[config.mk]
export PLATFORM = sky130hd
export DESIGN_NAME = mpc_top
export DESIGN_NICKNAME = d
export VERILOG_FILES = /design/src/mpc_pkg.sv /design/src/mpc_top.sv
export SDC_FILE = /design/constraint.sdc
export NUM_CORES = 1
export LEC_CHECK = 0
export BUFFER_PORTS_ARGS = -buffer_cell sky130_fd_sc_hd__buf_2
export CAP_MARGIN = 25
export CORE_MARGIN = 4
export CORE_UTILIZATION = 40
export DETAILED_ROUTE_END_ITERATION = 8
export SLEW_MARGIN = 10
export SYNTH_ARGS = -nofsm -noshare
export SYNTH_HDL_FRONTEND = slang
export SYNTH_SLANG_ARGS = --single-unit
[constraint.sdc]
create_clock -name hclk -period 8.3 [get_ports hclk]
set_clock_uncertainty 0.05 [all_clocks]
set_input_delay 1.245 -clock hclk [delete_from_list [all_inputs] [get_ports hclk]]
set_output_delay 1.245 -clock hclk [all_outputs]
set_load 0.1 [all_outputs]
[src/mpc_pkg.sv]
// Purpose: constants and types for the mode parameter checker
// Assumes: registers reached over AHB-Lite, one aligned 32-bit word each
// Notes:   offsets below are byte addresses
// Functional notes
// - short descriptor: 4-byte count, reserved byte, 3-byte length, big-endian
// - long descriptor: 8-byte count, 4 reserved bytes, 4-byte length
// - count zero keeps capacity; all ones selects every available block; code takes 0FFFFFFFh short, 000FFFFFFFFFFFFFh long
// - count equal to or below capacity is accepted; below clips capacity
// - any other block count ends select with check condition
// - sense descriptor count holds exact user-addressable block count
// - lengths 4096, 4104, 4112, 4160, 4224 or zero accepted; others rejected
// - descriptor held pending for format only when block length changes
// - page starts with savable, subpage flags and code, then length, then data
// - sense savable flag one for saveable pages; select keeps it zero
// - subpage format flag zero short format, one long format
// - supported pages listed; pages 03 and 04 not savable
// - page length must match sensed length or check condition; code checks page 00 length (0Eh) only
// - unused page 00 fields reset to zero, except byte 12 (16h), and accepted unchecked
// - timer high nibble in byte 6 low bits, low part in byte 7
// - byte 5 holds format-degraded disable and aging enable; default 02h
// - merge flag one merges grown list into primary list on format
// - self-seek flag one and active gives random self-seeks
// - recovered non-data errors reported only with report flag set
// - format-degraded disable suppresses degraded sense for test unit ready
// - aging enabled: old queued commands run first come first served
// - overall command timer counts 50 ms units; zero disables; expiry aborts
// - aging limit sets maximum queue wait in 50 ms units
// - descriptor lengths 0, 8 and 16 accepted; code takes 8 with short format only, 16 with long format only
package mpc_pkg;
    localparam logic [7:0]  A_CMD     = 8'h00; // w: op, r: status
    localparam logic [7:0]  A_DESC0   = 8'h04; // descriptor bytes 0-3
    localparam logic [7:0]  A_DESC1   = 8'h08; // bytes 4-7
    localparam logic [7:0]  A_DESC2   = 8'h0C; // bytes 8-11
    localparam logic [7:0]  A_DESC3   = 8'h10; // bytes 12-15
    localparam logic [7:0]  A_PAGEHDR = 8'h14; // page bytes 0,1 in [15:0]
    localparam logic [7:0]  A_P0W0    = 8'h18; // page 00 bytes 2-5
    localparam logic [7:0]  A_P0W1    = 8'h1C; // bytes 6-9
    localparam logic [7:0]  A_P0W2    = 8'h20; // bytes 10-13
    localparam logic [7:0]  A_P0W3    = 8'h24; // bytes 14-15
    localparam logic [7:0]  A_CAPLO   = 8'h28; // current block count low
    localparam logic [7:0]  A_CAPHI   = 8'h2C;
    localparam logic [7:0]  A_BLEN    = 8'h30; // current block length
    localparam logic [7:0]  A_PENDLEN = 8'h34; // pending block length
    localparam logic [7:0]  A_FLAGS   = 8'h38; // page 00 flags out
    // command word fields
    localparam int CMD_GO     = 0;  // start check
    localparam int CMD_LONG   = 1;  // long descriptor format
    localparam int CMD_BDL_LO = 2;  // [3:2] descriptor length code
    localparam int CMD_FORMAT = 4;  // format unit done
    localparam int CMD_SENSE  = 5;  // build sense header for page
    localparam logic [1:0] BDL_NONE  = 2'h0; // 0 bytes
    localparam logic [1:0] BDL_SHORT = 2'h1; // 8 bytes
    localparam logic [1:0] BDL_LONG  = 2'h2; // 16 bytes
    localparam logic [7:0] DESC_LEN_SHORT = 8'h08;
    localparam logic [7:0] DESC_LEN_LONG  = 8'h10;
    localparam logic [31:0] LEN_4096 = 32'h0000_1000;
    localparam logic [31:0] LEN_4104 = 32'h0000_1008;
    localparam logic [31:0] LEN_4112 = 32'h0000_1010;
    localparam logic [31:0] LEN_4160 = 32'h0000_1040;
    localparam logic [31:0] LEN_4224 = 32'h0000_1080;
    localparam logic [63:0] ALL_SHORT = 64'h0000_0000_0FFF_FFFF;
    localparam logic [63:0] ALL_LONG  = 64'h000F_FFFF_FFFF_FFFF;
    localparam logic [7:0]  P0_LEN     = 8'h0E;
    localparam logic [7:0]  P0_B5_RST  = 8'h02; // aging enabled
    localparam logic [7:0]  P0_B11_RST = 8'h30;
    localparam logic [7:0]  P0_B12_RST = 8'h16;
    localparam int TICK_MS = 50;
    localparam int CLK_MHZ = 100;
    localparam int TICK_CYC = TICK_MS * 1000 * CLK_MHZ; // 5,000,000
    // status result codes
    localparam logic [1:0] RES_NONE = 2'h0;
    localparam logic [1:0] RES_GOOD = 2'h1;
    localparam logic [1:0] RES_CHK  = 2'h2;
    typedef struct packed {
        logic        merge;       // defect_list_merge_flag
        logic        self_seek;   // random_self_seek_flag
        logic        rnd_report;  // recovered_nondata_report_flag
        logic        fdd;         // format_degraded_report_disable
        logic        aging_en;    // command_aging_enable
        logic [11:0] overall_command_timer;         // overall_command_timer
        logic [15:0] aging_limit;
    } mpc_flags_t;
    typedef enum logic [2:0] {
        ST_IDLE  = 3'b001,
        ST_CHECK = 3'b010,
        ST_DONE  = 3'b100
    } mpc_state_t;
endpackage : mpc_pkg

[src/mpc_top.sv]
// Purpose: mode select checker and mode sense helper behind AHB-Lite
// Assumes: software loads descriptor and page words, then writes the command
// Notes:   one check takes one cycle; result shown in the status word
`timescale 1ns/1ps
module mpc_top #(
    parameter logic [63:0] CAP_DEFAULT = 64'h0000_0000_0100_0000,
    parameter int          TICK_CYCLES = mpc_pkg::TICK_CYC
) (
    input  wire logic        hclk,
    input  wire logic        hresetn,
    input  wire logic        hsel,
    input  wire logic [7:0]  haddr,
    input  wire logic [1:0]  htrans,
    input  wire logic        hwrite,
    input  wire logic [2:0]  hsize,
    input  wire logic [31:0] hwdata,
    input  wire logic        hready,
    output logic [31:0]      hrdata,
    output logic             hreadyout,
    output logic             hresp,
    input  wire logic        recovered_nondata_err,
    input  wire logic        per_enabled,
    input  wire logic        tur_degraded,
    input  wire logic        spinning,
    input  wire logic        start_unit,
    input  wire logic        cmd_active,
    output mpc_pkg::mpc_flags_t flags_out,
    output logic             report_nondata,
    output logic             report_degraded_tur,
    output logic             self_seek_active,
    output logic             merge_on_format,
    output logic             tick_50ms,
    output logic             cmd_timeout
);
    import mpc_pkg::*;

    // bus address phase capture
    logic [7:0]  a_reg, a_next;
    logic        wr_reg, wr_next;
    logic        rd_reg, rd_next;
    // software loaded state
    logic [31:0] cmd_reg, cmd_next;
    logic [31:0] d0_reg, d0_next, d1_reg, d1_next, d2_reg, d2_next, d3_reg, d3_next;
    logic [15:0] ph_reg, ph_next;
    logic [7:0]  p0_reg [2:15];
    logic [7:0]  p0_next [2:15];
    // device state
    logic [63:0] cap_reg, cap_next;
    logic [31:0] blen_reg, blen_next, plen_reg, plen_next;
    logic        pend_reg, pend_next;
    logic [1:0]  res_reg, res_next;
    logic [7:0]  sense_hdr_reg, sense_hdr_next;
    mpc_state_t  st_reg, st_next;
    logic        seek_arm_reg, seek_arm_next;
    logic [31:0] rdata_next;

    // descriptor decode, big-endian
    logic [63:0] cnt;
    logic [31:0] len;
    logic [1:0]  bdl;
    logic        long_fmt, cnt_ok, len_ok, bdl_ok, page_ok;
    always_comb begin
        long_fmt = cmd_reg[CMD_LONG];
        bdl      = cmd_reg[CMD_BDL_LO +: 2];
        if (long_fmt) begin
            cnt = {d0_reg, d1_reg};
            len = d3_reg;
        end else begin
            cnt = {32'h0000_0000, d0_reg};
            len = {8'h00, d1_reg[23:0]};
        end
        bdl_ok = (bdl == BDL_NONE) || (bdl == BDL_SHORT && !long_fmt)
               || (bdl == BDL_LONG && long_fmt);
        cnt_ok = (cnt == 64'h0) || (cnt == (long_fmt ? ALL_LONG : ALL_SHORT))
               || (cnt <= cap_reg);
        len_ok = (len == LEN_4096) || (len == LEN_4104) || (len == LEN_4112)
               || (len == LEN_4160) || (len == LEN_4224) || (len == 32'h0);
        // page 00 header: savable reserved, length must match
        page_ok = !ph_reg[7] && (ph_reg[5:0] != 6'h00 || ph_reg[15:8] == P0_LEN);
    end

    // sense header byte for a supported page
    function automatic logic [7:0] sense_byte0(input logic [5:0] pc);
        logic ps;
        ps = !(pc == 6'h03 || pc == 6'h04);
        sense_byte0 = {ps, 1'b0, pc};
    endfunction : sense_byte0

    // next state of bus, checker and loaded words
    always_comb begin
        a_next = a_reg;
        wr_next = 1'b0;
        rd_next = 1'b0;
        cmd_next = cmd_reg;
        d0_next = d0_reg;
        d1_next = d1_reg;
        d2_next = d2_reg;
        d3_next = d3_reg;
        ph_next = ph_reg;
        for (int i = 2; i < 16; i++) begin
            p0_next[i] = p0_reg[i];
        end
        cap_next = cap_reg;
        blen_next = blen_reg;
        plen_next = plen_reg;
        pend_next = pend_reg;
        res_next = res_reg;
        sense_hdr_next = sense_hdr_reg;
        st_next = st_reg;
        rdata_next = 32'h0000_0000;
        if (hsel && hready && htrans[1]) begin
            a_next = haddr;
            wr_next = hwrite;
            rd_next = !hwrite;
        end
        if (wr_reg) begin
            case (a_reg)
                A_CMD: begin
                    cmd_next = hwdata;
                    if (hwdata[CMD_GO]) begin
                        st_next = ST_CHECK;
                        res_next = RES_NONE;
                    end
                    if (hwdata[CMD_SENSE]) begin
                        sense_hdr_next = sense_byte0(hwdata[13:8]);
                    end
                    if (hwdata[CMD_FORMAT] && pend_reg) begin
                        blen_next = plen_reg;
                        pend_next = 1'b0;
                    end
                end
                A_DESC0: d0_next = hwdata;
                A_DESC1: d1_next = hwdata;
                A_DESC2: d2_next = hwdata;
                A_DESC3: d3_next = hwdata;
                A_PAGEHDR: ph_next = hwdata[15:0];
                // unused fields taken as written, unchecked
                A_P0W0: {p0_next[2], p0_next[3], p0_next[4], p0_next[5]} = hwdata;
                A_P0W1: {p0_next[6], p0_next[7], p0_next[8], p0_next[9]} = hwdata;
                A_P0W2: {p0_next[10], p0_next[11], p0_next[12], p0_next[13]} = hwdata;
                A_P0W3: {p0_next[14], p0_next[15]} = hwdata[31:16];
                default: ;
            endcase
        end
        if (rd_reg) begin
            case (a_reg)
                A_CMD:     rdata_next = {sense_hdr_reg, 16'h0000, 5'h00, pend_reg, res_reg};
                A_DESC0:   rdata_next = d0_reg;
                A_DESC1:   rdata_next = d1_reg;
                A_DESC2:   rdata_next = d2_reg;
                A_DESC3:   rdata_next = d3_reg;
                A_PAGEHDR: rdata_next = {16'h0000, ph_reg};
                A_CAPLO:   rdata_next = cap_reg[31:0];
                A_CAPHI:   rdata_next = cap_reg[63:32];
                A_BLEN:    rdata_next = blen_reg;
                A_PENDLEN: rdata_next = plen_reg;
                A_FLAGS:   rdata_next = {15'h0, flags_out[32:16]};
                default:   rdata_next = 32'h0000_0000;
            endcase
        end
        // check sequence
        case (st_reg)
            ST_IDLE: ;
            ST_CHECK: begin
                if (!bdl_ok || !page_ok || (bdl != BDL_NONE && (!cnt_ok || !len_ok))) begin
                    res_next = RES_CHK;
                end else begin
                    res_next = RES_GOOD;
                    if (bdl != BDL_NONE) begin
                        if (cnt != 64'h0 && cnt != (long_fmt ? ALL_LONG : ALL_SHORT)) begin
                            cap_next = cnt;
                        end else if (cnt != 64'h0) begin
                            cap_next = CAP_DEFAULT;
                        end
                        if (len != 32'h0 && len != blen_reg) begin
                            plen_next = len;
                            pend_next = 1'b1;
                        end
                    end
                end
                st_next = ST_DONE;
            end
            ST_DONE: st_next = ST_IDLE;
            default: st_next = ST_IDLE;
        endcase
    end

    // registers of bus and checker
    always_ff @(posedge hclk or negedge hresetn) begin
        if (!hresetn) begin
            a_reg <= 8'h00;
            wr_reg <= 1'b0;
            rd_reg <= 1'b0;
            cmd_reg <= 32'h0000_0000;
            d0_reg <= 32'h0000_0000;
            d1_reg <= 32'h0000_0000;
            d2_reg <= 32'h0000_0000;
            d3_reg <= 32'h0000_0000;
            ph_reg <= 16'h0000;
            for (int i = 2; i < 16; i++) begin
                p0_reg[i] <= 8'h00;
            end
            p0_reg[5] <= P0_B5_RST;
            p0_reg[11] <= P0_B11_RST;
            p0_reg[12] <= P0_B12_RST;
            cap_reg <= CAP_DEFAULT;
            blen_reg <= LEN_4096;
            plen_reg <= LEN_4096;
            pend_reg <= 1'b0;
            res_reg <= RES_NONE;
            sense_hdr_reg <= 8'h00;
            st_reg <= ST_IDLE;
            hrdata <= 32'h0000_0000;
        end else begin
            a_reg <= a_next;
            wr_reg <= wr_next;
            rd_reg <= rd_next;
            cmd_reg <= cmd_next;
            d0_reg <= d0_next;
            d1_reg <= d1_next;
            d2_reg <= d2_next;
            d3_reg <= d3_next;
            ph_reg <= ph_next;
            for (int i = 2; i < 16; i++) begin
                p0_reg[i] <= p0_next[i];
            end
            cap_reg <= cap_next;
            blen_reg <= blen_next;
            plen_reg <= plen_next;
            pend_reg <= pend_next;
            res_reg <= res_next;
            sense_hdr_reg <= sense_hdr_next;
            st_reg <= st_next;
            hrdata <= rdata_next;
        end
    end

    // pin inputs synchronised, two flops each
    logic [5:0] sy1_reg, sy2_reg;
    always_ff @(posedge hclk or negedge hresetn) begin
        if (!hresetn) begin
            sy1_reg <= 6'h00;
            sy2_reg <= 6'h00;
        end else begin
            sy1_reg <= {recovered_nondata_err, per_enabled, tur_degraded,
                        spinning, start_unit, cmd_active};
            sy2_reg <= sy1_reg;
        end
    end

    // page 00 flags and their effects
    mpc_flags_t fl;
    logic [22:0] tick_cnt_reg, tick_cnt_next;
    logic [11:0] oct_cnt_reg, oct_cnt_next;
    logic        start_d_reg;
    logic        tick;
    always_comb begin
        fl.merge       = p0_reg[2][4];
        fl.self_seek   = p0_reg[3][6];
        fl.rnd_report  = p0_reg[3][1];
        fl.fdd         = p0_reg[5][4];
        fl.aging_en    = p0_reg[5][1];
        fl.overall_command_timer         = {p0_reg[6][3:0], p0_reg[7]};
        fl.aging_limit = {p0_reg[10], p0_reg[11]};
        tick = (tick_cnt_reg == 23'(TICK_CYCLES - 1));
        tick_cnt_next = tick ? 23'h000000 : tick_cnt_reg + 23'h000001;
        seek_arm_next = seek_arm_reg;
        if (!fl.self_seek) begin
            seek_arm_next = 1'b0;
        end else if (sy2_reg[1] && !start_d_reg && !sy2_reg[2]) begin
            seek_arm_next = 1'b1;
        end
        oct_cnt_next = oct_cnt_reg;
        if (!sy2_reg[0]) begin
            oct_cnt_next = 12'h000;
        end else if (tick && oct_cnt_reg != 12'hFFF) begin
            oct_cnt_next = oct_cnt_reg + 12'h001;
        end
    end

    // flag effect registers and outputs
    always_ff @(posedge hclk or negedge hresetn) begin
        if (!hresetn) begin
            tick_cnt_reg <= 23'h000000;
            oct_cnt_reg <= 12'h000;
            seek_arm_reg <= 1'b0;
            start_d_reg <= 1'b0;
            flags_out <= '0;
            report_nondata <= 1'b0;
            report_degraded_tur <= 1'b0;
            self_seek_active <= 1'b0;
            merge_on_format <= 1'b0;
            tick_50ms <= 1'b0;
            cmd_timeout <= 1'b0;
            hreadyout <= 1'b1;
            hresp <= 1'b0;
        end else begin
            tick_cnt_reg <= tick_cnt_next;
            oct_cnt_reg <= oct_cnt_next;
            seek_arm_reg <= seek_arm_next;
            start_d_reg <= sy2_reg[1];
            flags_out <= fl;
            report_nondata <= sy2_reg[5] && sy2_reg[4] && fl.rnd_report;
            report_degraded_tur <= sy2_reg[3] && !fl.fdd;
            self_seek_active <= seek_arm_reg && fl.self_seek;
            merge_on_format <= fl.merge;
            tick_50ms <= tick;
            cmd_timeout <= sy2_reg[0] && fl.overall_command_timer != 12'h000 && oct_cnt_reg >= fl.overall_command_timer;
            // one wait state on reads so registered read data stands at the data phase end
            hreadyout <= !(hsel && hready && htrans[1] && !hwrite);
            hresp <= 1'b0;
        end
    end

    // checks on the checker
    AST_CHECK_ONE_CYCLE: assert property (@(posedge hclk) disable iff (!hresetn)
        st_reg == ST_CHECK |=> st_reg == ST_DONE && res_reg != RES_NONE)
        else $error("check did not finish in one cycle");
    AST_BAD_LEN: assert property (@(posedge hclk) disable iff (!hresetn)
        st_reg == ST_CHECK && bdl != BDL_NONE && !len_ok |=> res_reg == RES_CHK)
        else $error("bad block length accepted");
    AST_CLIP: assert property (@(posedge hclk) disable iff (!hresetn)
        st_reg == ST_CHECK && res_next == RES_GOOD && bdl != BDL_NONE && cnt != 64'h0
        && cnt < cap_reg |=> cap_reg == $past(cnt))
        else $error("capacity not clipped");
    AST_ZERO_KEEP: assert property (@(posedge hclk) disable iff (!hresetn)
        st_reg == ST_CHECK && cnt == 64'h0 |=> $stable(cap_reg))
        else $error("zero count changed capacity");
    AST_PENDING: assert property (@(posedge hclk) disable iff (!hresetn)
        st_reg == ST_CHECK && res_next == RES_GOOD && bdl != BDL_NONE
        && len == blen_reg |=> $stable(pend_reg))
        else $error("pending set for same length");
    AST_PAGE_LEN: assert property (@(posedge hclk) disable iff (!hresetn)
        st_reg == ST_CHECK && ph_reg[5:0] == 6'h00 && ph_reg[15:8] != P0_LEN
        |=> res_reg == RES_CHK)
        else $error("page length mismatch accepted");
    AST_TUR_FDD: assert property (@(posedge hclk) disable iff (!hresetn)
        fl.fdd |=> !report_degraded_tur)
        else $error("degraded reported with disable set");
    AST_SEEK_OFF: assert property (@(posedge hclk) disable iff (!hresetn)
        !fl.self_seek ##1 !fl.self_seek |=> !self_seek_active)
        else $error("self-seek active with flag clear");
    AST_NONDATA: assert property (@(posedge hclk) disable iff (!hresetn)
        !fl.rnd_report |=> !report_nondata)
        else $error("nondata reported with flag clear");
    // read data phase: one low cycle, then ready with the data
    AST_RD_WAIT: assert property (@(posedge hclk) disable iff (!hresetn)
        rd_reg |-> !hreadyout ##1 hreadyout)
        else $error("read wait state missing");
    COV_GOOD: cover property (@(posedge hclk) st_reg == ST_CHECK ##1 res_reg == RES_GOOD);
    COV_CHK: cover property (@(posedge hclk) st_reg == ST_CHECK ##1 res_reg == RES_CHK);
    COV_PEND: cover property (@(posedge hclk) $rose(pend_reg));
endmodule : mpc_top

Yosys cells after proc, flatten, opt, wreduce, memory -nomap -nowiden
Cells that the tools add are included.

Flip-flop bits (word level): 464. Bits of input ports: 56. Word-level logic and storage cells: 186.

Add/sub/neg operators: 2. Magnitude comparators: 2. Eq/ne operators: 35. Mux-type cells: 30. Bitwise operators: 1. Reduce and logical (&&, ||, !) cells: 73.

Operators with widths (number): $pmux W32 S11 (1); $mux W64 (3); $eq A32 B13 Y1 const B (5); $eq A64 B64 Y1 (1); $le A64 B64 Y1 (1); $logic_not A64 Y1 (1); $mux W32 (2); $ne A64 B52 Y1 (1); $reduce_bool A64 Y1 (1); $mux W52 (1); $eq A8 B6 Y1 const B (6); $eq A8 B5 Y1 const B (4); $logic_not A32 Y1 (1); $ne A32 B32 Y1 (1); $reduce_bool A32 Y1 (1); $eq A8 B4 Y1 const B (3); $mux W12 (2); $add A23 B1 Y23 const B (1); $eq A23 B23 Y1 const B (1); $mux W23 (1); $logic_and A1 B1 Y1 (19); $reduce_and A2 Y1 (9); $logic_or A1 B1 Y1 (14); $add A12 B1 Y12 const B (1); 24 further kinds (62).

Depth between registers and ports, before layout
Word-level depth: 13. Mapped depth: 20. Mapped depth without buffers: 11.

Worst setup path before layout
OpenSTA, ideal clock, no wires.

Path type: register -> register. Start point: register cmd_reg[1]. End point: register cap_reg[10]. Setup time: 0.125 ns. Arrival time: 4.146 ns. Required time: 8.125 ns. Slack: 3.979 ns. Stages on the path, launching flop included: 21. Buffers on the path: 10. Cell sequence: dfrtp_1 buf_6 buf_6 buf_6 buf_2 buf_2 buf_1 clkbuf_1 clkbuf_1 and2_1 ha_1 nand4_1 nor4_1 nand4_1 or2_2 nand4b_1 o211ai_1 nand3_1 buf_6 buf_6 mux2_4.

Word-level cells in the longest chain between the ends: 13.

Ends and longest elaborated chain: from (decl) (RTL line mpc_top.sv:42) `logic [31:0] cmd_reg, cmd_next;`; from (signal assigned) (RTL line mpc_top.sv:218) `cmd_reg <= cmd_next;`; parallel branches: the longest is 13 deep, another holds $le A64 B64 Y1; to (signal assigned) (RTL line mpc_top.sv:227) `cap_reg <= cap_next;`; to (decl) (RTL line mpc_top.sv:48) `logic [63:0] cap_reg, cap_next;`.

Parallel ways; which one is timed is not known. A chain may end at the register's enable or synchronous reset.

Worst setup path after layout
Start point: register cmd_reg[1]. End point: register cap_reg[20].

Same word-level chain as after synthesis.

==> metrics <==
status=finished clean; CTS tree=built; port bufs=123; # setup viols final=0; Fillers=roughly 5000; Clock Latency Late Sink=0.61 ns; met1 wire length=30500 um; share of cells above drive strength 1=28.1%; CP required=approximately 8.7 ns; Pins Over Slew Limit=0; Async SR Flop Fraction=100%; met3 wire len=5630 um; number of flip-flops in the largest register=64; Max Cap Viol=0; final instance area=roughly 0.025 sq mm; worst-path fanout max=70; cts bufs inserted=50; R2R Path Start=cmd_reg[1]; most instantiated cells after synthesis=dfrtp_1 (443), mux2_2 (253), nand2_1 (114); Placed Instance Area=roughly 0.023 sq mm; Post-Syn Instances=roughly 1800; clk buf depth=3; cell with the most instances after synthesis=dfrtp_1; Worst R2R End=cap_reg[20]; YS warnings=0; Via Count=around 16000; Worst Slack Setup Final=2.89 ns; chip height=243 um; HP Class=flip-flop to flip-flop; #FFs+latches synth=451; initial antenna violation count=8; Mapped Nets=between 1500 and 2000; io pins=around 130; Synth top area share=50.2%; Netlist cell types=71; GPL Wtd Cong=roughly 0.9; CTS H-tree depth=2; via count of the first global-routing pass=~16000; die area=0.0590 sq mm; largest net degree at the start of global routing=164; Row Count=85; GRT Total Usage=a little under a quarter; Worst-path clk slew=roughly 0.060 ns; Post-Place Cells=between 2000 and 3000; Hold WS=about 0.3 ns; kind of critical path=flip-flop to flip-flop; Final Core Density=a little under half; setup repair after global routing missed its margin=no; fin nets=2100; Avg Inst Size Synth=around 12 sq um; # hold bufs at CTS=0; Hold Violations, Final=0; drt pass-1 iters=6; Post-CTS Setup Inserts=0; pwr dens=212 mW/mm^2; VDD IR max=around 0.00015 V; area added between synthesis and finish=14.5%; Crit path arrival time=5.84 ns; Post-Place Setup Slack=~3 ns; worst-margin pin slew=about 1.1 ns; DPL Wire Length=47100 um; CP endpoint kind=flip-flop; wire per inst=roughly 25 um; metal2 WL=roughly 31000 um; Startpoint Class=flip-flop; total grt overflow=0; drt total wl=slightly below 70000 um; synth top area cells=dfrtp_1 (50%), mux2_2 (13%), ha_1 (4.4%); Synth Cell Area=around 0.022 sq mm; top layer in use=met5; DRC Markers=0; Power Total=between 5 and 6 mW; minimum clock period=between 5 and 6 ns; Seq/Total Area, Yosys=51.2%; CTS root buffer=clkbuf_16; final antenna-violating net count=0; # clock sinks=roughly 450; Critical Path Start=cmd_reg[1]; Max-Slew Margin vs Limit=between 20% and 30%; Via density=5.86; flop2flop setup slack=~2.9 ns; Initial Util=about two fifths; Top FF cell, synth=dfrtp_1; Post-Route Setup TNS=0 ns; crit path to=cap_reg[20]; CTS resizes=0; leakage power=11.4 nW; Post-synth EDFFs=0; die width=243 um; Non-Filler Instances=about 2700; Fmax achieved=roughly 180 MHz; drt initial violations=1739; Tcrit/Tclk final=between 60% and 70%; Worst Reg-to-Reg Cells=11; Yosys top cell by area=dfrtp_1; first-pass GRT wire length=about 100000 um; Core ar.=0.0542 sq mm
cells by family (layout without fill, tap and decap cells):
group / after synthesis / count (layout) / synth area share (%)
other: 1 / 9 / 0.0170
AO/OA/AOI/OAI: 255 / 255 / 8.43
flip-flops: 451 / 451 / 51.2
XOR/XNOR: 56 / 56 / 2.22
AND/OR/NAND/NOR: 457 / 457 / 11.0
adder cells (fa/ha/maj): 79 / 79 / 4.47
multiplexers: 369 / 369 / 19.1
buffers and inverters: 181 / 338 / 3.55
how the worst min path moves through the flow:
stage,cells past startpoint,endpoint,startpoint,slack (ns)
floorplan,0,sy2_reg[0],sy1_reg[0],0.28
global placement,0,sy2_reg[3],sy1_reg[3],0.28
global route,0,sy2_reg[5],sy1_reg[5],0.31
CTS,0,sy2_reg[2],sy1_reg[2],0.30
detailed placement,0,sy2_reg[2],sy1_reg[2],0.28
finish,0,sy2_reg[2],sy1_reg[2],0.30
power breakdown:
| group | leakage, nW | switching [mW] | internal [mW] |
|---|---|---|---|
| sequential | 5.71 | 0.126 | 2.28 |
| clock | 0.862 | 0.947 | 1.42 |
| combinational | 4.87 | 0.377 | 0.220 |
cell type report:
cell class	count	area, sq um	area share [%]
Tap cell	696	871	3.44
Antenna cell	8	20.0	0.0792
Clock buffer	71	1460	5.77
Timing Repair Buffer	150	913	3.61
Clock inverter	21	313	1.24
Inverter	96	360	1.43
Sequential cell	451	11300	44.7
Multi-Input combinational cell	1217	10000	39.7
critical path, cell delays in order (launching register included):
cell	delay, ns
dfrtp_4	1.08
buf_4	0.58
mux2_2	0.41
ha_1	0.30
nand4_1	0.23
or4_1	0.64
nor4_1	0.29
nor3_1	0.08
o211ai_1	0.23
nand3_4	0.49
buf_4	0.48
mux2_4	0.35
per-layer routing:
layer	global-route usage, %	vias to the layer above
li1	-	6994
met1	32.8	8126
met2	35.8	636
met3	4.76	132
met4	6.43	4
met5	0	-
cell usage in the layout, fill, tap and decap left out, drive strengths merged, types with 40 or more instances in the layout:
cell and count:
mux2 293, dfrtp 443, nor2 64, clkbuf 71, buf 150, nand4 40
and2 67, nand2 114, ha 78, inv 98, nand3 40, mux2i 76
(Power assumes the default switching activity.)
